===== src/rtl/sleep_wake_map.vh =====
`ifndef SLEEP_WAKE_MAP_VH
`define SLEEP_WAKE_MAP_VH
`define SW_NUM_IRQ          8
`define SW_NUM_IO           12
`define SW_ST_AWAKE         3'h0
`define SW_ST_ENTER         3'h1
`define SW_ST_ASLEEP        3'h2
`define SW_ST_STAB          3'h3
`define SW_ST_RESUME        3'h4
`define SW_ST_RESET         3'h5
`define SW_STAB_NS          20000
`define SW_CLK_MHZ          250
`define SW_STAB_CYC         ((`SW_STAB_NS * `SW_CLK_MHZ) / 1000)
`define SW_RESET_HOLD_CYC   4
`define SW_VECTOR_ADDR      16'h0004
`endif


===== src/rtl/wake_sync.v =====
`default_nettype none
// two-stage synchroniser for a bus of asynchronous levels
module wake_sync #(
   parameter W = 1
) (
   input  wire         clk_sys,
   input  wire         rst_n,
   input  wire [W-1:0] d,
   output reg  [W-1:0] q
);
   reg [W-1:0] meta_r;

   always @(posedge clk_sys) begin
      if (!rst_n) begin
         meta_r <= {W{1'b0}};
         q      <= {W{1'b0}};
      end else begin
         meta_r <= d;
         q      <= meta_r;
      end
   end
endmodule // wake_sync
`default_nettype wire


===== src/rtl/wake_request.v =====
`default_nettype none
module wake_request #(
   parameter N = 8
) (
   input  wire [N-1:0] irq_flag,
   input  wire [N-1:0] irq_enable,
   output wire         wake
);
   // combinational so it works with the cpu clock gated off
   assign wake = |(irq_flag & irq_enable);
endmodule // wake_request
`default_nettype wire


===== src/rtl/sleep_wake_control.v =====
`include "sleep_wake_map.vh"
`default_nettype none
module sleep_wake_control #(
   parameter N_IRQ       = `SW_NUM_IRQ,
   parameter N_IO        = `SW_NUM_IO,
   parameter UNREGULATED = 0,
   parameter STAB_CYC    = `SW_STAB_CYC
) (
   input  wire              clk_sys,
   input  wire              rst_n,
   input  wire              sleep_instr,
   input  wire              clrwdt_instr,
   input  wire [15:0]       pc,
   input  wire              global_irq_enable,
   input  wire [N_IRQ-1:0]  irq_event,
   input  wire [N_IRQ-1:0]  irq_enable,
   input  wire [N_IRQ-1:0]  irq_flag_clear,
   input  wire [N_IRQ-1:0]  irq_sleep_capable,
   input  wire              master_clear_input,
   input  wire              master_clear_enable,
   input  wire              brownout_reset,
   input  wire              brownout_enable,
   input  wire              power_on_reset,
   input  wire              watchdog_timeout,
   input  wire              watchdog_sleep_enable,
   input  wire              regulator_sleep_power_select,
   input  wire              lp_incompatible_active,
   input  wire              timer1_src_lfosc,
   input  wire              timer1_src_ext,
   input  wire              adc_src_rc,
   input  wire [N_IO-1:0]   io_out_cpu,
   input  wire [N_IO-1:0]   io_oe_n_cpu,
   output reg               cpu_clk_en,
   output reg               low_freq_internal_osc_en,
   output reg               timer1_run,
   output reg               adc_run,
   output reg               watchdog_clear,
   output reg               watchdog_run,
   output reg               power_down_flag,
   output reg               watchdog_expiry_flag,
   output reg  [N_IRQ-1:0]  irq_flag,
   output reg               regulator_low_power,
   output reg               device_reset,
   output reg               sleeping,
   output reg               fetch_req,
   output reg  [15:0]       fetch_addr,
   output reg               vector_req,
   output reg  [15:0]       vector_addr,
   output reg  [N_IO-1:0]   io_out,
   output reg  [N_IO-1:0]   io_oe_n
);
   localparam ST_AWAKE  = `SW_ST_AWAKE;
   localparam ST_ENTER  = `SW_ST_ENTER;
   localparam ST_ASLEEP = `SW_ST_ASLEEP;
   localparam ST_STAB   = `SW_ST_STAB;
   localparam ST_RESUME = `SW_ST_RESUME;
   localparam ST_RESET  = `SW_ST_RESET;
   localparam [31:0] HOLD_CYC = `SW_RESET_HOLD_CYC;

   // asynchronous sources pass two flops first
   wire [N_IRQ-1:0] irq_event_s;
   wire [3:0]       rst_src_s;
   wire             master_clear_input_s;
   wire             bor_s;
   wire             por_s;
   wire             wdt_s;
   wire             wake_irq;
   wire             reset_wake;

   wake_sync #(.W(N_IRQ)) u_irq_sync (
      .clk_sys (clk_sys),
      .rst_n   (rst_n),
      .d       (irq_event),
      .q       (irq_event_s)
   );

   // the external interrupt pin arrives as one of the irq events
   wake_sync #(.W(4)) u_rst_sync (
      .clk_sys (clk_sys),
      .rst_n   (rst_n),
      .d       ({master_clear_input, brownout_reset, power_on_reset, watchdog_timeout}),
      .q       (rst_src_s)
   );

   assign master_clear_input_s = rst_src_s[3];
   assign bor_s  = rst_src_s[2];
   assign por_s  = rst_src_s[1];
   assign wdt_s  = rst_src_s[0];

   // only sources that can run while asleep are allowed to wake it
   wire [N_IRQ-1:0] wake_en;
   assign wake_en = irq_enable & irq_sleep_capable;

   wake_request #(.N(N_IRQ)) u_wake (
      .irq_flag   (irq_flag),
      .irq_enable (wake_en),
      .wake       (wake_irq)
   );

   // reset sources act in every state except ST_RESUME, which always moves on to ST_AWAKE
   assign reset_wake = (master_clear_input_s & master_clear_enable) | (bor_s & brownout_enable) | por_s;

   reg [2:0]  state_r;
   reg [2:0]  state_nxt;
   reg [31:0] cnt_r;
   reg        pend_vec_r;
   reg        lp_sel_r;
   reg        wdt_wake_r;
   wire       pending_now;

   // a flag that is enabled and already set turns sleep into a no-op
   assign pending_now = |(irq_flag & irq_enable);

   // set wins over clear
   always @(posedge clk_sys) begin
      if (!rst_n)
         irq_flag <= {N_IRQ{1'b0}};
      else
         irq_flag <= (irq_flag & ~irq_flag_clear) | irq_event_s;
   end

   always @* begin
      state_nxt = state_r;
      case (state_r)
         ST_AWAKE: begin
            if (reset_wake)
               state_nxt = ST_RESET;
            else if (sleep_instr && !pending_now)
               state_nxt = ST_ENTER;
         end
         ST_ENTER: begin
            if (reset_wake)
               state_nxt = ST_RESET;
            else if (wake_irq)
               state_nxt = ST_RESUME;
            else
               state_nxt = ST_ASLEEP;
         end
         ST_ASLEEP: begin
            if (reset_wake)
               state_nxt = ST_RESET;
            else if (wake_irq || (wdt_s && watchdog_sleep_enable))
               state_nxt = lp_sel_r ? ST_STAB : ST_RESUME;
         end
         ST_STAB: begin
            if (reset_wake)
               state_nxt = ST_RESET;
            else if (cnt_r >= STAB_CYC - 1)
               state_nxt = ST_RESUME;
         end
         ST_RESUME: state_nxt = ST_AWAKE;
         ST_RESET: begin
            if (!reset_wake && cnt_r >= HOLD_CYC - 1)
               state_nxt = ST_AWAKE;
         end
         default: state_nxt = ST_AWAKE;
      endcase
   end

   always @(posedge clk_sys) begin
      if (!rst_n) begin
         state_r                  <= ST_AWAKE;
         cnt_r                    <= 32'h0;
         pend_vec_r               <= 1'b0;
         lp_sel_r                 <= 1'b0;
         wdt_wake_r               <= 1'b0;
         cpu_clk_en               <= 1'b1;
         low_freq_internal_osc_en <= 1'b1;
         timer1_run               <= 1'b1;
         adc_run                  <= 1'b1;
         watchdog_clear           <= 1'b1;
         watchdog_run             <= 1'b0;
         power_down_flag          <= 1'b1;
         watchdog_expiry_flag     <= 1'b1;
         regulator_low_power      <= 1'b0;
         device_reset             <= 1'b1;
         sleeping                 <= 1'b0;
         fetch_req                <= 1'b0;
         fetch_addr               <= 16'h0;
         vector_req               <= 1'b0;
         vector_addr              <= 16'h0;
         io_out                   <= {N_IO{1'b0}};
         io_oe_n                  <= {N_IO{1'b1}};
      end else begin
         state_r        <= state_nxt;
         cnt_r          <= (state_nxt == state_r) ? cnt_r + 32'h1 : 32'h0;
         watchdog_clear <= clrwdt_instr;
         fetch_req      <= 1'b0;
         vector_req     <= 1'b0;
         device_reset   <= (state_nxt == ST_RESET);
         low_freq_internal_osc_en <= 1'b1;
         watchdog_run   <= sleeping ? watchdog_sleep_enable : 1'b1;
         if (state_r == ST_AWAKE && state_nxt == ST_ENTER) begin
            watchdog_clear       <= 1'b1;
            power_down_flag      <= 1'b0;
            watchdog_expiry_flag <= 1'b1;
            fetch_req            <= 1'b1;
            fetch_addr           <= pc + 16'h1;
            pend_vec_r           <= global_irq_enable;
            // low-power select ignored when unregulated or a peripheral needs full regulation
            lp_sel_r             <= (UNREGULATED == 0) && regulator_sleep_power_select
                                    && !lp_incompatible_active;
            io_out               <= io_out_cpu;
            io_oe_n              <= io_oe_n_cpu;
         end
         if (state_nxt == ST_ENTER || state_nxt == ST_ASLEEP || state_nxt == ST_STAB) begin
            cpu_clk_en <= 1'b0;
            sleeping   <= 1'b1;
            timer1_run <= timer1_src_lfosc | timer1_src_ext;
            adc_run    <= adc_src_rc;
            regulator_low_power <= (state_nxt != ST_STAB) && lp_sel_r;
         end else begin
            cpu_clk_en <= 1'b1;
            sleeping   <= 1'b0;
            timer1_run <= 1'b1;
            adc_run    <= 1'b1;
            regulator_low_power <= 1'b0;
            io_out     <= io_out_cpu;
            io_oe_n    <= io_oe_n_cpu;
         end
         if (state_r == ST_ASLEEP && state_nxt != ST_ASLEEP)
            wdt_wake_r <= wdt_s && !wake_irq && !reset_wake;
         if (state_nxt == ST_RESUME) begin
            watchdog_clear <= 1'b1;
            // the remembered cause only counts after a stabilisation wait, never on an early irq wake
            if ((state_r == ST_STAB && wdt_wake_r) || (state_r == ST_ASLEEP && wdt_s && !wake_irq))
               watchdog_expiry_flag <= 1'b0;
         end
         if (state_r == ST_RESUME && pend_vec_r) begin
            vector_req  <= 1'b1;
            vector_addr <= `SW_VECTOR_ADDR;
         end
         if (state_nxt == ST_RESET) begin
            watchdog_clear       <= 1'b1;
            power_down_flag      <= 1'b1;
            watchdog_expiry_flag <= 1'b1;
            pend_vec_r           <= 1'b0;
         end
      end
   end
endmodule // sleep_wake_control
`default_nettype wire


===== config.mk =====
export PLATFORM = sky130hd
export DESIGN_NAME = sleep_wake_control
export DESIGN_NICKNAME = d
export VERILOG_FILES = /design/src/rtl/wake_sync.v /design/src/rtl/wake_request.v /design/src/rtl/sleep_wake_control.v
export VERILOG_INCLUDE_DIRS = /design/src /design/src/rtl
export SDC_FILE = /design/constraint.sdc
export NUM_CORES = 1
export LEC_CHECK = 0
export BUFFER_PORTS_ARGS = -buffer_cell sky130_fd_sc_hd__buf_2
export CORE_ASPECT_RATIO = 1.75
export CORE_MARGIN = 1
export CORE_UTILIZATION = 32
export CTS_CLUSTER_SIZE = 40
export DETAILED_ROUTE_END_ITERATION = 8
export HOLD_SLACK_MARGIN = 0.02
export PLACE_DENSITY = 0.61
export SLEW_MARGIN = 20
export SYNTH_ARGS = -nofsm -noshare
export SYNTH_HDL_FRONTEND = slang
export SYNTH_SLANG_ARGS = --single-unit

===== constraint.sdc =====
create_clock -name clk_sys -period 5.75 [get_ports clk_sys]
set_input_delay 0.2875 -clock clk_sys [delete_from_list [all_inputs] [get_ports clk_sys]]
set_output_delay 0.2875 -clock clk_sys [all_outputs]
set_load 0.005 [all_outputs]

## After elaboration in Yosys (flattened, before gate mapping)

Index checks and enable logic that the tools add are counted.

| cells by class | value |
|---|---|
| $add $sub $neg | 2 |
| muxes and demuxes | 23 |
| eq/ne operators | 14 |
| magnitude comparators | 2 |
| bitwise operators | 12 |
| reductions and logical operators | 28 |

Operators with widths:

| cell | count |
|---|---|
| $mux W12 | 4 |
| $add A32 B1 Y32 const B | 1 |
| $and A8 B8 Y8 | 4 |
| $ge A32 B13 Y1 const B | 1 |
| $ge A32 B2 Y1 const B | 1 |
| $mux W3 | 10 |
| $add A16 B1 Y16 const B | 1 |
| $reduce_or A8 Y1 | 2 |
| $pmux W3 S5 | 1 |
| $logic_and A1 B1 Y1 | 13 |
| $eq A3 B2 Y1 const B | 4 |
| $eq A3 B3 Y1 const B | 4 |
| $mux W1 | 8 |
| $not A8 Y8 | 1 |
| $or A8 B8 Y8 | 1 |
| $eq A3 B1 Y1 const B | 2 |
| $ne A3 B2 Y1 const B | 2 |
| $logic_not A1 Y1 | 4 |
| $logic_or A1 B1 Y1 | 4 |
| $reduce_and A2 Y1 | 2 |
| $reduce_or A4 Y1 | 1 |
| $eq A3 B3 Y1 | 1 |
| $logic_not A3 Y1 | 1 |
| $or A1 B1 Y1 | 3 |
| 4 further kinds | 5 |

| storage, ports and cells | value |
|---|---|
| register bits after elaboration | 123 |
| input bits | 89 |

## Longest topological paths before layout

Gate-level depths: netlist (run 1).

| depth | value |
|---|---|
| depth in word-level cells | 12 |
| gate-level depth with buffers | 10 |
| gate-level depth less buffers | 8 |

## By module

From an unflattened synthesis (run 1), not the netlist that was laid out.

| unflattened totals | value |
|---|---|
| cells, all modules | 599 |
| area total of the unflattened synthesis | 5,424.0 sq um |

By module, submodules not included:

| module | cells an instance | instances | area each (sq um) |
|---|---|---|---|
| sleep_wake_control | 545 | 1 | 4,730.8 |
| wake_sync at u_irq_sync | 33 | 1 | 446.7 |
| wake_sync at u_rst_sync | 16 | 1 | 210.2 |
| wake_request | 5 | 1 | 36.3 |

## Worst setup path before layout (run 1)

Ideal clock, no wire load.

| timing path | value |
|---|---|
| path type | register to register |
| start | reg state_r[1] |
| end | reg io_oe_n[10] |
| required time | 5,621 ps |
| library setup time | 129 ps |
| slack | 3,589 ps |
| data arrival time | 2,032 ps |
| period minus slack after synthesis | 2,161 ps |
| buffers on the path | 1 |
| stages on the path, launching flop included | 9 |
| cells stage by stage | dfxtp_1 -> inv_2 -> or4_1 -> nor4b_4 -> o21ai_1 -> nand2_2 -> buf_4 -> mux2i_1 -> nand2_1 |

| between the ends | value |
|---|---|
| cells in the longest elaborated chain, start to end | 7 |
| elaborated cells on any way between the ends | 21 |

Ends and longest elaborated chain:

| item | line | text |
|---|---|---|
| start: declaration | sleep_wake_control.v:103 | `reg [2:0] state_r;` |
| start signal: assignment | sleep_wake_control.v:185 | `state_r <= state_nxt;` |
| $mux W3, on equally long branches | sleep_wake_control.v:148, sleep_wake_control.v:128, sleep_wake_control.v:142 |  |
| $mux W3, on equally long branches | sleep_wake_control.v:146, sleep_wake_control.v:126, sleep_wake_control.v:140 |  |
| $pmux W3 S5 | sleep_wake_control.v:124 | `case (state_r)` |
| $eq A3 B1 Y1 / $eq A3 B2 Y1 (equally long branches) | sleep_wake_control.v:193, sleep_wake_control.v:206 |  |
| $logic_or A1 B1 Y1 (2 in series) | sleep_wake_control.v:206 | `if (state_nxt == ST_ENTER \|\| state_nxt == ST_ASLEEP \|\| state_nxt == ST_STAB) begin` |
| $ne A2 B2 Y1 (no line) / $mux W12 (equally long branches) | - |  |
| end signal: assignment | sleep_wake_control.v:183 | `io_oe_n <= {N_IO{1'b1}};` |
| end signal: assignment | sleep_wake_control.v:204 | `io_oe_n <= io_oe_n_cpu;` |
| end signal: assignment | sleep_wake_control.v:219 | `io_oe_n <= io_oe_n_cpu;` |
| end: declaration | sleep_wake_control.v:50 | `output reg [N_IO-1:0] io_oe_n` |

Parallel ways exist; a longest one is shown, timed or not.
A chain may end at the register's enable or synchronous reset.

## Final worst setup path (run 1)

| timing path | value |
|---|---|
| start | reg cnt_r[6] |
| end | reg timer1_run |

| between the ends | value |
|---|---|
| cells in the longest elaborated chain, start to end | 8 |
| elaborated cells on any way between the ends | 13 |

Ends and longest elaborated chain:

| item | line | text |
|---|---|---|
| start: declaration | sleep_wake_control.v:105 | `reg [31:0] cnt_r;` |
| start signal: assignment | sleep_wake_control.v:186 | `cnt_r <= (state_nxt == state_r) ? cnt_r + 32'h1 : 32'h0;` |
| $ge A32 B13 Y1 / $ge A32 B2 Y1 (equally long branches) | sleep_wake_control.v:148, sleep_wake_control.v:153 |  |
| $mux W3 / $logic_and A1 B1 Y1 (equally long branches) | sleep_wake_control.v:148, sleep_wake_control.v:153 |  |
| $mux W3, on equally long branches | sleep_wake_control.v:146, sleep_wake_control.v:153 |  |
| $pmux W3 S5 * | sleep_wake_control.v:124 |  |
| $eq A3 B1 Y1 / $eq A3 B2 Y1 (equally long branches) | sleep_wake_control.v:206 |  |
| $logic_or A1 B1 Y1 | sleep_wake_control.v:206 |  |
| $logic_or A1 B1 Y1 * | sleep_wake_control.v:206 |  |
| $reduce_and A2 Y1 (no line) * | - |  |
| end signal: assignment | sleep_wake_control.v:209 | `timer1_run <= timer1_src_lfosc \| timer1_src_ext;` |
| end: declaration | sleep_wake_control.v:35 | `output reg timer1_run,` |

Mark *: on every way between the ends. The rest lies on a longest branch, timed or not.

==> out/qor.yml, run 1 <==
period_needed_ns: 2.99
drt_iter0_markers: 139
wl_per_cell_um: 13.9
fillers: 1549
antennaDiodeCount: 0
hold_violations: 0
synth_edf_count: 0
netSwitchingFraction_pct: 28.1
place_congestion: 0.831
die-area_um2: 16500
grt_max_degree: 45
finalCritPeriodShare_pct: 51.9
clock-skew-final_ns: 0.0109
syn_area_um2: 5110
remaining_drc_errors: 0
rsz0062_at_grt: "no"
hold_ws_ns: 0.0636
totalWireLength_um: 12600
grt_pass1_vias: 4292
ys.flop_type: "dfxtp_1"
pwr-share-comb_pct: 13.2
crit_required_ns: 6.05
tns_ns: 0
ios: 166
synth_cell_type_count: 53
grt_antenna_before_repair: 0
start_util_pct: 33.0
clk_pin_slew_ns: 0.07
cts.repair.resized: 0
grt_pass1_wl_um: 20500
core_um2: 15500
peakVddDrop_uv: 207
p_leak_uw: 0.00279
relSlewSlack_pct: 40.2
p_int_uw: 1670
tritoncts: "built"
report.final.slew_viol_count: 0
via_per_inst: 4.79
critPathCaptureType: "flip-flop"
tightest_slew_ns: 0.893
synth.most_common_cell: "dfxtp_1"
powerDensity_nw_per_um2: 354
cts-root-buf: "clkbuf_16"
netSwitchingPower_uw: 650
yosys-top-cells-area: "dfxtp_1, nor2_1, mux2i_1"
synthToLayoutAreaGrowth_pct: 28.0
hold_path.class: "in -> reg"
ys_seq_area_share_pct: 48.2
insertion_delay_ns: 0.41
cts_hold_buf: 0
ys_seq_elements: 123
dp_hpwl_um: 9460
routed-via-count: 4342
clockPowerShare_pct: 45.8
crit_arrival_ns: 3.28
drtAntennaViolNets: 0
status: "completed"
cts.sinks: 123
cts_buffers: 17
post_cts_buffers: 0
grtUsageTotal_pct: 15.7
synthCells: 560
cp_max_fo: 28
cts_max_level: 4
grt.overflow.total: 0
netlist_top_cells_count: "dfxtp_1, nor2_1, nand3_1, and2_1, nand2_1"
crit_type: "reg -> reg"
setup_viol: 0
fmax_mhz: 335
clockBufferDepth: 2
fp.dieW_um: 97.5
drtPass1Iterations: 6
syn_area_per_cell_um2: 9.12
synth_top_area_share_pct: 48.2
synth_top_area_cell: "dfxtp_1"
final_nets: 800
ys_async_sr_fraction_pct: 0
drive_gt1_share_pct: 27.7
num_rows: 60
synth_warnings: 0
die_h_um: 169
critPathLaunchType: "flip-flop"
pwr-share-seq_pct: 41.0
io_buffers: 149
max_cap_viol_count: 0
[power by group through the flow]
stage	logic [uW]	clock network (uW)	registers, uW
2_1_floorplan	197	0	964
3_3_place_gp	307	0	966
3_5_place_dp	309	0	967
4_1_cts	310	1090	949
5_1_grt	342	1120	956
6_report	306	1060	948
[critical path, stage by stage (launching register included)]
cell     delay [ns]
dfxtp_1        0.33
nor4_1         0.45
a21oi_1        0.21
nor4b_4        0.44
o21ai_1        0.16
nand2_2        0.68
o41ai_2        0.23
or3_1          0.35
[placed cells by master (no fill, tap or decap), types with 2 or more instances in the layout]
master and n:
or3_1 3, o21ai_1 5, a21oi_1 13, conb_1 16, inv_6 7, nand3_1 39
a211oi_2 9, nand4_1 10, o21ai_0 2, and3_1 12, inv_8 4, xnor2_1 22
a211oi_1 6, buf_2 149, clkbuf_16 17, a221oi_1 2, o31ai_1 3, xor2_1 23
nor2_1 94, dfxtp_1 123, or4_1 2, mux2i_1 26, nor3_1 10, inv_1 23
nand2_1 27, a22oi_1 2, clkinvlp_4 2, ha_1 3, and2_1 28, buf_4 3
nor4_1 10
[metrics by stage]
step / cell area, um^2 / setup slack [ns] / total power (uW) / util [%] / cells
final: 6540 / 2.76 / 2320 / 42.3 / 907
after global routing: 6540 / 2.52 / 2420 / 42.3 / 907
after CTS: 6540 / 2.75 / 2350 / 42.3 / 907
after detailed placement: 5950 / 2.75 / 1280 / 38.5 / 875
after global placement: 5950 / 2.83 / 1270 / 38.5 / 875
after floorplan: 5160 / 3.59 / 1160 / - / 574
[layout make-up]
class	count	area, um^2	area share, %
Sequential cell	123	2460	37.7
Multi-Input combinational cell	389	2390	36.5
Timing Repair Buffer	152	768	11.7
Clock buffer	17	425	6.50
Tap cell	186	233	3.56
Clock inverter	15	168	2.56
Inverter	25	93.8	1.43
[logic make-up (layout without fill, tap and decap cells)]
logic type / count (synthesis) / count (layout) / share of synthesized area [%]
AND/OR/NAND/NOR: 242 / 242 / 23.2
XOR/XNOR: 45 / 45 / 7.71
AO/OA/AOI/OAI: 57 / 57 / 8.74
multiplexers: 26 / 26 / 5.09
buffers and inverters: 62 / 209 / 6.19
adder cells (fa/ha/maj): 3 / 3 / 0.735
other: 2 / 16 / 0.147
flip-flops: 123 / 123 / 48.2
[registers in the layout (all words and copies together), names as in the netlist, 3 cells and up]
register           count
u_irq_sync.meta_r      8
state_r                3
cnt_r                 32
io_out                12
io_oe_n               12
u_rst_sync.q           4
u_irq_sync.q           8
irq_flag               8
fetch_addr            16
u_rst_sync.meta_r      4
[layer usage]
metal	vias up	GRT usage (%)	routed length (um)
li1	2170	-	-
met1	1999	16.6	4960
met2	133	27.6	6540
met3	40	4.20	581
met4	0	9.59	550
met5	-	0	0
[path summary, 6_finish.rpt]
path / startpoint / depth (start not counted) / slack [ns] / endpoint
worst max-delay path: cnt_r[6]$_SDFF_PN0_ / 7 / 2.76 / timer1_run$_SDFF_PN1_
worst min-delay path: adc_src_rc / 2 / 0.06 / adc_run$_SDFF_PN1_
worst max register to register: cnt_r[6]$_SDFF_PN0_ / 7 / 2.76 / timer1_run$_SDFF_PN1_
worst min register to register: u_irq_sync.meta_r[1]$_SDFF_PN0_ / 1 / 0.43 / u_irq_sync.q[1]$_SDFF_PN0_
Power figures use the tool's default switching activity.
==> run 2, diff against run 1 <==
clock period = 2.8 ns   (was 5.75 ns; I/O delays follow)
==> out/qor.yml, run 2 (synthesis results as in run 1) <==
place_inst: 881
fillers: 1475
max_cap_viol_count: 0
grtUsageTotal_pct: 16.1
regMostFlops: "cnt_r"
io_buffers: 149
grt_pass1_vias: 4283
timing.rr.start: "cnt_r[20]$_SDFF_PN0_"
p_leak_uw: 0.00307
largest_register_ff_count: 32
worst_path_dominant_cell_family: "simple AND/OR/NAND/NOR gates"
drt_iter0_markers: 226
hold_path.class: "in -> reg"
grt_max_degree: 44
die_h_um: 169
most-common-layout-cells: "buf_2, dfxtp_1, nor2_1"
grt.overflow.total: 0
rsz0062_at_grt: "no"
dp_hpwl_um: 9650
relSlewSlack_pct: 65.1
start_util_pct: 33.0
remaining_drc_errors: 0
clk_pin_slew_ns: 0.06
grt_pass1_wl_um: 21000
final_nets: 858
hold_violations: 0
post_dp_cell_area_um2: 6030
die-area_um2: 16500
final_core_util_pct: 46.4
crit_start: "cnt_r[20]$_SDFF_PN0_"
totalWireLength_um: 13300
status: "completed"
critPathCaptureType: "flip-flop"
multi_input_area_um2: 2390
cts_max_level: 4
drtPass1Iterations: 4
critPathBufInv: 1
final_common_cell: "buf_2"
crit_required_ns: 3.11
cts-root-buf: "clkbuf_16"
synthToLayoutAreaGrowth_pct: 40.5
holdCritStartpoint: "irq_flag_clear[1]"
max_stage_delay_ns: 0.43
ff_latch_area_um2: 2460
antennaDiodeCount: 0
crit_chain: "nor4_1 > nand4_1 > nor4b_4 > o31ai_2 > nor3_4 > buf_12 > nor2_1 > a211oi_1"
finalCritPeriodShare_pct: 89.3
clock-skew-final_ns: 0.0127
post_cts_buffers: 0
cts_hold_buf: 52
fp.dieW_um: 97.5
setup_viol: 0
peakVddDrop_uv: 391
num_rows: 60
cpMaxStageDelayCell: "nor4b_4"
critPathLaunchType: "flip-flop"
drive_gt1_share_pct: 26.4
fin_cells: 965
routed-via-count: 4487
via_per_inst: 4.65
final_cell_area_um2: 7180
fmax_mhz: 400
tightest_slew_ns: 0.518
report.final.slew_viol_count: 0
drtAntennaViolNets: 0
crit_arrival_ns: 2.81
clockBufferDepth: 2
period_needed_ns: 2.50
crit_type: "reg -> reg"
tns_ns: 0
cts.repair.resized: 0
grt_antenna_before_repair: 0
powerDensity_nw_per_um2: 695
cp_max_fo: 28
tritoncts: "built"
insertion_delay_ns: 0.41
cts.sinks: 123
core_um2: 15500
place_congestion: 0.867
wl_per_cell_um: 13.8
ios: 166
top_regs: "cnt_r (32), fetch_addr (16)"
cts_buffers: 17
[run 2: tightest hold or removal path: stages]
cell and delay [ns]:
buf_2 0.09, inv_1 0.05, a21oi_1 0.06, nor2_1 0.07
[run 2: final timing paths]
kind,end,slack [ns],cells after the start
worst max register to register,fetch_addr[15]$_SDFFE_PN0P_,0.30,8
worst min register to register,u_irq_sync.q[2]$_SDFF_PN0_,0.43,1
worst min-delay path,irq_flag[1]$_SDFF_PN0_,0.04,4
worst max-delay path,fetch_addr[15]$_SDFFE_PN0P_,0.30,8
[run 2: report_power, final]
part           switching, uW  internal [uW]  total [uW]  leakage [uW]
logic                    376            349         725       0.00175
clock network            878           1440        2320      0.000310
registers               73.2           1880        1950       0.00101
[run 2: final cells by class]
cell class / instances / area share, %
flip-flops and latches: 123 / 34.3
clock inverters: 15 / 2.82
well taps: 186 / 3.24
repair buffers: 210 / 19.1
clock buffers: 17 / 5.93
multi-input cells: 389 / 33.3
inverters: 25 / 1.31
[run 2: per-layer routing]
layer	track usage, %	share of wire (%)
met1	17.2	39
met2	29.2	54
met3	4.04	4.4
met4	7.86	2.9
met5	0	0
[run 2: stage by stage]
stage,hold WS [ns],setup WS [ns],total power [uW]
after global routing,0.0433,0.0553,5220
after floorplan,0.236,0.639,2380
after CTS,0.0224,0.290,5040
after global placement,0.328,0.385,2650
after detailed placement,0.331,0.318,2660
final,0.0365,0.299,4990
==> run 3, diff against run 2 <==
CORE_UTILIZATION = 51   (was 32)
PLACE_DENSITY = 0.86   (was 0.61)
==> out/qor.yml, run 3 (synthesis results as in run 1) <==
clockBufferDepth: 2
place_inst: 817
io_buffers: 149
start_util_pct: 52.2
final_common_cell: "buf_2"
powerDensity_nw_per_um2: 704
pwr-share-seq_pct: 39.8
cts_buffers: 17
tritoncts: "built"
relSlewSlack_pct: 65.3
rsz0062_at_grt: "no"
crit_type: "reg -> reg"
cp_max_fo: 7
min_path_cells: 4
finalCritPeriodShare_pct: 89.9
cts.sinks: 123
remaining_drc_errors: 0
ios: 166
die_h_um: 134
clockPowerShare_pct: 45.9
die-area_um2: 10400
report.final.slew_viol_count: 0
hold_violations: 0
drtPass1Iterations: 5
cts.repair.resized: 0
antennaDiodeCount: 0
hold_path.class: "in -> reg"
grtUsageTotal_pct: 26.8
p_int_uw: 3650
final_nets: 848
regMostFlops: "cnt_r"
crit_arrival_ns: 2.80
largest_register_ff_count: 32
grt_pass1_vias: 4801
cts_max_level: 4
clock-skew-final_ns: 0.0105
peakVddDrop_uv: 594
netSwitchingFraction_pct: 25.7
most-common-layout-cells: "buf_2, dfxtp_1, nor2_1"
worstRegToRegCells: 7
drive_gt1_share_pct: 26.4
tightest_slew_ns: 0.516
num_rows: 48
fin_cells: 894
synthToLayoutAreaGrowth_pct: 36.5
clk_pin_slew_ns: 0.06
period_needed_ns: 2.52
via_per_inst: 5.30
total_power_uw: 4910
post_cts_buffers: 0
critPathCaptureType: "flip-flop"
wl_per_cell_um: 15.0
fmax_mhz: 397
drtAntennaViolNets: 0
netSwitchingPower_uw: 1260
cts-root-buf: "clkbuf_16"
grt_antenna_before_repair: 0
core_um2: 9790
totalWireLength_um: 13400
dp_hpwl_um: 8730
setup_viol: 0
pwr-share-comb_pct: 14.3
critPathLaunchType: "flip-flop"
cts_hold_buf: 45
grt_max_degree: 44
crit_required_ns: 3.08
routed-via-count: 4737
top_regs: "cnt_r (32), fetch_addr (16)"
place_congestion: 0.905
drt_iter0_markers: 245
fp.dieW_um: 77.7
tns_ns: 0
grt_pass1_wl_um: 21800
status: "completed"
max_cap_viol_count: 0
p_leak_uw: 0.00300
insertion_delay_ns: 0.41
grt.overflow.total: 0
-- run 3: cell count changes in the layout (fill, tap and decap cells not counted), moves of 3 or more --
| cell | previous run | this run |
|---|---|---|
| inv_8 | 3 | 0 |
| clkinvlp_4 | 0 | 3 |
| dlygate4sd3_1 | 52 | 45 |
| inv_6 | 6 | 1 |
-- run 3: worst max-delay path, stage by stage, from the launching register on --
cell and delay [ns]:
dfxtp_1 0.46, inv_2 0.10, or4_1 0.46, nor4b_4 0.38, o31ai_2 0.19, nor3_1 0.30, o41ai_2 0.17, or3_1 0.34
-- run 3: power by group through the flow --
stage | Combinational [uW] | Sequential [uW] | Clock [uW]
2_1_floorplan | 404 | 1980 | 0
3_3_place_gp | 610 | 1980 | 0
3_5_place_dp | 636 | 1990 | 0
4_1_cts | 690 | 1950 | 2280
5_1_grt | 766 | 1970 | 2350
6_report | 702 | 1950 | 2260
-- run 3: final timing paths --
path	start	to	slack, ns
worst max-delay path	state_r[1]$_SDFF_PN0_	timer1_run$_SDFF_PN1_	0.28
worst max register to register	state_r[1]$_SDFF_PN0_	timer1_run$_SDFF_PN1_	0.28
worst min register to register	u_rst_sync.meta_r[0]$_SDFF_PN0_	u_rst_sync.q[0]$_SDFF_PN0_	0.43
worst min-delay path	irq_flag_clear[6]	irq_flag[6]$_SDFF_PN0_	0.03
-- run 3: per-layer routing --
layer  vias up  track usage [%]  share of wire (%)
li1       2260                -                  -
met1      2216             26.5                 36
met2       209             48.6                 54
met3        52             7.55                5.6
met4         0             16.4                4.4
met5         -                0                  0
-- run 3: area by class of cell --
cell class,instances,area (um^2)
flip-flops and latches,123,2460
clock buffers,19,453
well taps,125,156
inverters,25,93.8
fillers,684,2810
repair buffers,200,1250
multi-input cells,389,2390
clock inverters,13,166
-- run 3: metrics by stage --
stage               hold WS [ns]  util [%]  setup WS, ns  instance area [um^2]
floorplan                  0.236         -         0.639                  5160
global placement           0.328      60.3         0.461                  5910
detailed placement         0.335      60.3         0.371                  5910
CTS                       0.0220      71.3         0.331                  6980
global route              0.0305      71.3         0.128                  6980
finish                    0.0320      71.3         0.284                  6980
